## src/scr_window_map.vh

```
`ifndef SCR_WINDOW_MAP_VH
`define SCR_WINDOW_MAP_VH
// =====================================================================
// address map
`define SCR_ADDR_W          32
`define SCR_DATA_W          32
`define SCR_PERIPH_LO       32'hFFD0_0000
`define SCR_SLOT_LSB        14
`define SCR_SLOT_MSB        21
`define SCR_SLOT_W          8
`define SCR_SLOT_OFS_W      14
`define SCR_INTC_BASE       32'hFFFF_F000
`define SCR_INTC_OFS_W      12
`define SCR_INTC_SLOT_NUM   8'hFF
`define SCR_WIN_BASE        32'hFFFE_0000
// upper address bits that pick the interrupt and window slots
`define SCR_INTC_TAG        20'hF_FFFF
`define SCR_WIN_TAG         18'h3_FFF8
// =====================================================================
// register groups inside the window slot
`define SCR_NUM_REGS        4
`define SCR_REG_IDX_W       2
`define SCR_GRP_LSB         4
`define SCR_GRP_MSB         13
`define SCR_ALIAS_LSB       2
`define SCR_ALIAS_MSB       3
`define SCR_ALIAS_SET       2'h0
`define SCR_ALIAS_CLR       2'h1
`define SCR_ALIAS_VAL       2'h2
`define SCR_ZERO32          32'h0000_0000
`define SCR_ZERO8           8'h00
`endif

```

## src/scr_bitreg.v

```verilog
`include "scr_window_map.vh"
// =====================================================================
// one stored register with set and clear aliases
module scr_bitreg (
   input  wire                   clk_in,
   input  wire                   arst_n_in,
   input  wire                   set_en_in,
   input  wire                   clr_en_in,
   input  wire [`SCR_DATA_W-1:0] wdata_in,
   output wire [`SCR_DATA_W-1:0] value_out
);
   reg  [`SCR_DATA_W-1:0] value_q;
   wire [`SCR_DATA_W-1:0] set_mask;
   wire [`SCR_DATA_W-1:0] clr_mask;
   wire [`SCR_DATA_W-1:0] value_d;

   assign set_mask  = set_en_in ? wdata_in : `SCR_ZERO32; // RULE5
   assign clr_mask  = clr_en_in ? wdata_in : `SCR_ZERO32; // RULE6
   assign value_d   = (value_q | set_mask) & ~clr_mask;   // RULE8
   assign value_out = value_q;

   always @(posedge clk_in or negedge arst_n_in) begin
      if (!arst_n_in) begin
         value_q <= `SCR_ZERO32;
      end else begin
         value_q <= value_d;
      end
   end
endmodule

```

## src/scr_window.v

```verilog
// Summary of operation
// RULE1 - each peripheral owns a 16 Kbyte slot in the top 3 Mbyte
// RULE2 - the interrupt controller slot is only 4 Kbyte wide
// RULE3 - slot base is its lowest address; offsets count up from it
// RULE4 - each aliased register answers at three addresses, one value
// RULE5 - writing the first alias sets every bit written as one
// RULE6 - writing the second alias clears every bit written as one
// RULE7 - reading the third alias returns the stored value
// RULE8 - bits written as zero keep their value on set or clear
// RULE9 - all register traffic arrives over the peripheral bus
// RULE10 - set and clear aliases read zero; value alias ignores writes
`include "scr_window_map.vh"
module scr_window (
   input  wire                                 clk_in,
   input  wire                                 arst_n_in,
   input  wire [`SCR_ADDR_W-1:0]               paddr_in,
   input  wire                                 psel_in,
   input  wire                                 penable_in,
   input  wire                                 pwrite_in,
   input  wire [`SCR_DATA_W-1:0]               pwdata_in,
   output reg  [`SCR_DATA_W-1:0]               prdata_out,
   output reg                                  slot_valid_out,
   output reg  [`SCR_SLOT_W-1:0]               slot_num_out,
   output reg                                  intc_sel_out,
   output wire [`SCR_NUM_REGS*`SCR_DATA_W-1:0] reg_values_out
);
   // ==================================================================
   // decode helpers
   function periph_hit;
      input [`SCR_ADDR_W-1:0] a;
      begin
         periph_hit = (a >= `SCR_PERIPH_LO); // RULE1
      end
   endfunction

   function intc_hit;
      input [`SCR_ADDR_W-1:0] a;
      begin
         intc_hit = (a[`SCR_ADDR_W-1:`SCR_INTC_OFS_W] ==
                     `SCR_INTC_TAG); // RULE2
      end
   endfunction

   function win_hit;
      input [`SCR_ADDR_W-1:0] a;
      begin
         // RULE3
         win_hit = (a[`SCR_ADDR_W-1:`SCR_SLOT_OFS_W] ==
                    `SCR_WIN_TAG) &&
                   (a[`SCR_GRP_MSB:`SCR_GRP_LSB] < `SCR_NUM_REGS);
      end
   endfunction

   function [`SCR_REG_IDX_W-1:0] grp_idx;
      input [`SCR_ADDR_W-1:0] a;
      begin
         grp_idx = a[`SCR_GRP_LSB+`SCR_REG_IDX_W-1:`SCR_GRP_LSB];
      end
   endfunction

   // ==================================================================
   // bus phases
   wire                      setup_rd;
   wire                      access_wr;
   wire                      hit;
   wire [1:0]                alias_sel;
   wire [`SCR_REG_IDX_W-1:0] idx;
   wire [`SCR_DATA_W-1:0]    values [0:`SCR_NUM_REGS-1];

   assign setup_rd  = psel_in & ~penable_in & ~pwrite_in;     // RULE9
   assign access_wr = psel_in & penable_in & pwrite_in;       // RULE9
   assign hit       = win_hit(paddr_in);
   assign alias_sel = paddr_in[`SCR_ALIAS_MSB:`SCR_ALIAS_LSB];
   assign idx       = grp_idx(paddr_in);

   // ==================================================================
   // aliased registers
   genvar g;
   generate
      for (g = 0; g < `SCR_NUM_REGS; g = g + 1) begin : g_reg
         wire sel;
         assign sel = access_wr & hit & (idx == g);            // RULE4
         scr_bitreg u_reg (
            .clk_in    (clk_in),
            .arst_n_in (arst_n_in),
            .set_en_in (sel & (alias_sel == `SCR_ALIAS_SET)),  // RULE5
            .clr_en_in (sel & (alias_sel == `SCR_ALIAS_CLR)),  // RULE6
            .wdata_in  (pwdata_in),
            .value_out (values[g])
         );
         assign reg_values_out[g*`SCR_DATA_W +: `SCR_DATA_W] = values[g];
      end
   endgenerate

   // ==================================================================
   // read data and slot decode
   reg [`SCR_DATA_W-1:0] rdata_d;

   always @* begin
      rdata_d = `SCR_ZERO32;
      if (hit && alias_sel == `SCR_ALIAS_VAL) begin
         rdata_d = values[idx];                                // RULE7
      end
      // other aliases and unmapped offsets return zero        RULE10
   end

   always @(posedge clk_in or negedge arst_n_in) begin
      if (!arst_n_in) begin
         prdata_out     <= `SCR_ZERO32;
         slot_valid_out <= 1'b0;
         slot_num_out   <= `SCR_ZERO8;
         intc_sel_out   <= 1'b0;
      end else begin
         if (setup_rd) begin
            prdata_out <= rdata_d;                             // RULE10
         end
         slot_valid_out <= psel_in & periph_hit(paddr_in);     // RULE1
         slot_num_out   <= paddr_in[`SCR_SLOT_MSB:`SCR_SLOT_LSB];
         intc_sel_out   <= psel_in & intc_hit(paddr_in);       // RULE2
      end
   end
endmodule

```

## config.mk

```make
export PLATFORM = sky130hd
export DESIGN_NAME = scr_window
export DESIGN_NICKNAME = d
export VERILOG_FILES = /design/src/scr_bitreg.v /design/src/scr_window.v
export VERILOG_INCLUDE_DIRS = /design/src
export SDC_FILE = /design/constraint.sdc
export NUM_CORES = 1
export LEC_CHECK = 0
export ABC_AREA = 0
export BUFFER_PORTS_ARGS = -buffer_cell sky130_fd_sc_hd__buf_2
export CORE_MARGIN = 4
export CORE_UTILIZATION = 40
export CTS_CLUSTER_DIAMETER = 80
export DETAILED_ROUTE_END_ITERATION = 10
export GPL_TIMING_DRIVEN = 0
export PLACE_DENSITY = 0.67
export SYNTH_ARGS = -nofsm -noshare
export SYNTH_HDL_FRONTEND = slang
export SYNTH_SLANG_ARGS = --single-unit
```

## constraint.sdc

```tcl
create_clock -name clk_in -period 1.1 [get_ports clk_in]
set_input_delay 0.165 -clock clk_in [delete_from_list [all_inputs] [get_ports clk_in]]
set_output_delay 0.165 -clock clk_in [all_outputs]
set_load 0.05 [all_outputs]
```

==> flow_summary.yaml <==
sta:
  rsz0062_at_grt: "true"
  hold_violations: 56
  maxSlewViolCount: 0
  hold_slack_ns: -0.360
  finClkSkew_ns: 0.0150
  setup_viol_count_final: 330
  timing.final.ws_setup_ns: -0.237
  clock.fmax_ghz: 0.748
  tightest_slew_ns: 0.720
  slew-limit-headroom_pct: 52.0
  period_share_pct: 122
  min_period_ns: 1.34
run:
  max-cap-violations: 0
logic_synthesis:
  ys_seq_area_share_pct: 54.8
  synth_edf_count: 0
  syn_area_mm2: 0.00776
  yosysWarnings: 0
  ys.flop_type: "dfrtp_1"
  syn_area_per_cell_um2: 12.4
  ys_ff_latch: 170
  ys_types: 28
  synthCells: 628
  async_flop_share_pct: 100
  synth_nets: 697
clock_network:
  htree_levels: 4
  path_clk_slew_ns: 0.08
  cts_buffer_depth: 2
  cts_hold_buf: 9
  tritoncts: "yes"
  cts_root_buf: "clkbuf_16"
  cts_buffers: 17
  clock-sinks: 170
  clk_latency_ns: 0.44
global_routing:
  grt_max_degree: 115
  gr-total-overflow: 0
  gr-usage-all-layers_pct: 27.6
  grt_pass1_vias: 7941
  grt_pass1_wl_um: 46200
  antenna_found_initial: 1
setup_path:
  worst_setup_path_start_kind: "input port"
  r2r-start: "g_reg[3].u_reg.value_out[0]"
  ff2ff_setup_slack_ns: -0.17
  path_class: "in2reg"
  critPathRequiredTime_ns: 1.47
  crit_start: "pwrite_in"
  arrival_ns: 1.71
  crit_fanout: 6
  end_kind: "flip-flop"
place:
  dpl_cell_area_mm2: 0.00915
  pre_cts_ws_ns: -0.933
  place.gp.congestion: 0.804
  port_buffers: 202
  hpwlAfterDp_um: 18300
route:
  wl_per_cell_um: 25.5
  route.detailed.drc: 0
  first_pass_iters: 6
  drt-initial-drc-count: 518
  wl_um: 32400
  ant_nets: 0
  via_per_inst: 6.16
  vias: 7813
min_path:
  hp-class: "in2async"
floorplan:
  fp.dieH_um: 147
  dieArea_mm2: 0.0217
  initial_core_util_pct: 41.1
  rows: 50
  die_w_um: 147
  num_io_pins: 239
  core_area_mm2: 0.0189
cells_and_area:
  nFillCells: 1257
  num-nets-final: 1063
  synthToLayoutAreaGrowth_pct: 72.7
  fin_area_mm2: 0.0134
  drive_above_1_share_pct: 60.7
status:
  status: "finished with violations"
  violations: "negative hold slack, negative setup slack"
power_and_ir_drop:
  leakagePower_nw: 6.00
  p_per_area_mw_per_mm2: 1010
  ir_drop_mv: 1.09
  power.total_w: 0.0135
cell usage in the layout (no fill, tap or decap), types with 6 or more instances in the layout:
master | netlist | routed
buf_6 | 3 | 198
dfrtp_1 | 170 | 170
buf_4 | 1 | 110
a41oi_1 | 128 | 109
a21oi_2 | 0 | 108
clkbuf_1 | 58 | 40
mux4_2 | 32 | 32
a22o_1 | 32 | 32
buf_2 | 38 | 29
clkbuf_16 | 0 | 26
buf_8 | 0 | 20
a41oi_2 | 0 | 19
a21oi_1 | 128 | 15
clkbuf_2 | 0 | 13
buf_12 | 0 | 13
dlygate4sd3_1 | 0 | 9
buf_16 | 0 | 6
worst max-delay path, stage by stage:
cell       delay (ns)
buf_2            0.10
or3_1            0.36
clkbuf_1         0.22
nor4_4           0.28
buf_6            0.15
buf_12           0.15
clkbuf_16        0.16
a22o_1           0.11
per-layer routing:
layer	track usage [%]	part of all wire, %	wire length (um)
met1	35.2	39	12500
met4	10.8	2.6	857
met3	6.38	8.3	2700
met5	0	0	0
met2	45.9	50	16300
registers in the layout, indices dropped and copies added, names as in the netlist:
name	cells
prdata_out	32
g.u_reg.value_out	128
intc_sel_out	1
slot_valid_out	1
slot_num_out	8
metrics by stage:
step	TNS, ns	hold slack, ns	std cells	util, %
floorplan	-53.80	-0.131	628	-
global placement	-615.51	0.298	1090	48.2
detailed placement	-134.85	0.116	1091	48.4
CTS	-35.29	-0.350	1230	65.7
global route	-52.81	-0.338	1268	70.9
finish	-39.11	-0.360	1268	70.9
worst paths after layout:
kind	endpoint	cells past startpoint
max	prdata_out[14]	8
min reg2reg	prdata_out[19]	1
min	prdata_out[7]	1
max in group asynchronous	prdata_out[0]	2
min in group clk_in	slot_valid_out	3
max reg2reg	prdata_out[0]	2
layout make-up:
class | instances | area (um2) | area share [%]
plain buffers | 101 | 847 | 6.32
flip-flops and latches | 170 | 4250 | 31.8
diodes | 1 | 2.50 | 0.0187
inverters | 1 | 3.75 | 0.0280
clock buffers | 17 | 425 | 3.18
multi-input cells | 354 | 3710 | 27.7
repair buffers | 349 | 3650 | 27.3
clock inverters | 15 | 183 | 1.36
well taps | 260 | 325 | 2.43
kinds of logic (layout without fill, tap and decap cells):
kind of cell	Yosys count	after routing	synth area share, %
other	0	1	0
DFF	170	170	54.8
muxes	32	32	9.29
and+or+nand+nor	34	34	3.56
buffers and inverters	104	483	5.98
AOI/OAI and AO/OA	288	288	26.3
report_power, final:
part / leakage [nW] / internal, W / switching (W)
clock network: 0.299 / 0.00345 / 0.00288
registers: 2.36 / 0.00626 / 0.00000681
logic: 3.34 / 0.000241 / 0.000650
total: 6.00 / 0.00995 / 0.00354
Yosys cell counts, types with 2 or more instances:
cell type | count | area [um2]
nor2_1 | 2 | 7.51
nor2b_1 | 2 | 12.5
nor3_1 | 2 | 10.0
a21oi_1 | 128 | 641
mux4_2 | 32 | 721
buf_2 | 38 | 190
nor3_2 | 4 | 40.0
and4bb_2 | 2 | 25.0
clkbuf_1 | 58 | 218
nand4_1 | 3 | 18.8
and4_1 | 3 | 26.3
buf_1 | 3 | 11.3
dfrtp_1 | 170 | 4250
and4b_1 | 2 | 20.0
nand3_1 | 4 | 20.0
a41oi_1 | 128 | 1120
or3_1 | 2 | 12.5
a22o_1 | 32 | 280
nor4_2 | 2 | 25.0
buf_6 | 3 | 33.8
timing repair:
item,in CTS,in global routing
setup endpoints to repair,330,330
gates resized for setup,517,132
gates cloned,7,9
endpoints found under the hold margin,66,56
buffers inserted,93,30
pin swaps,49,83
No activity file was read; power rests on OpenSTA's default activity.
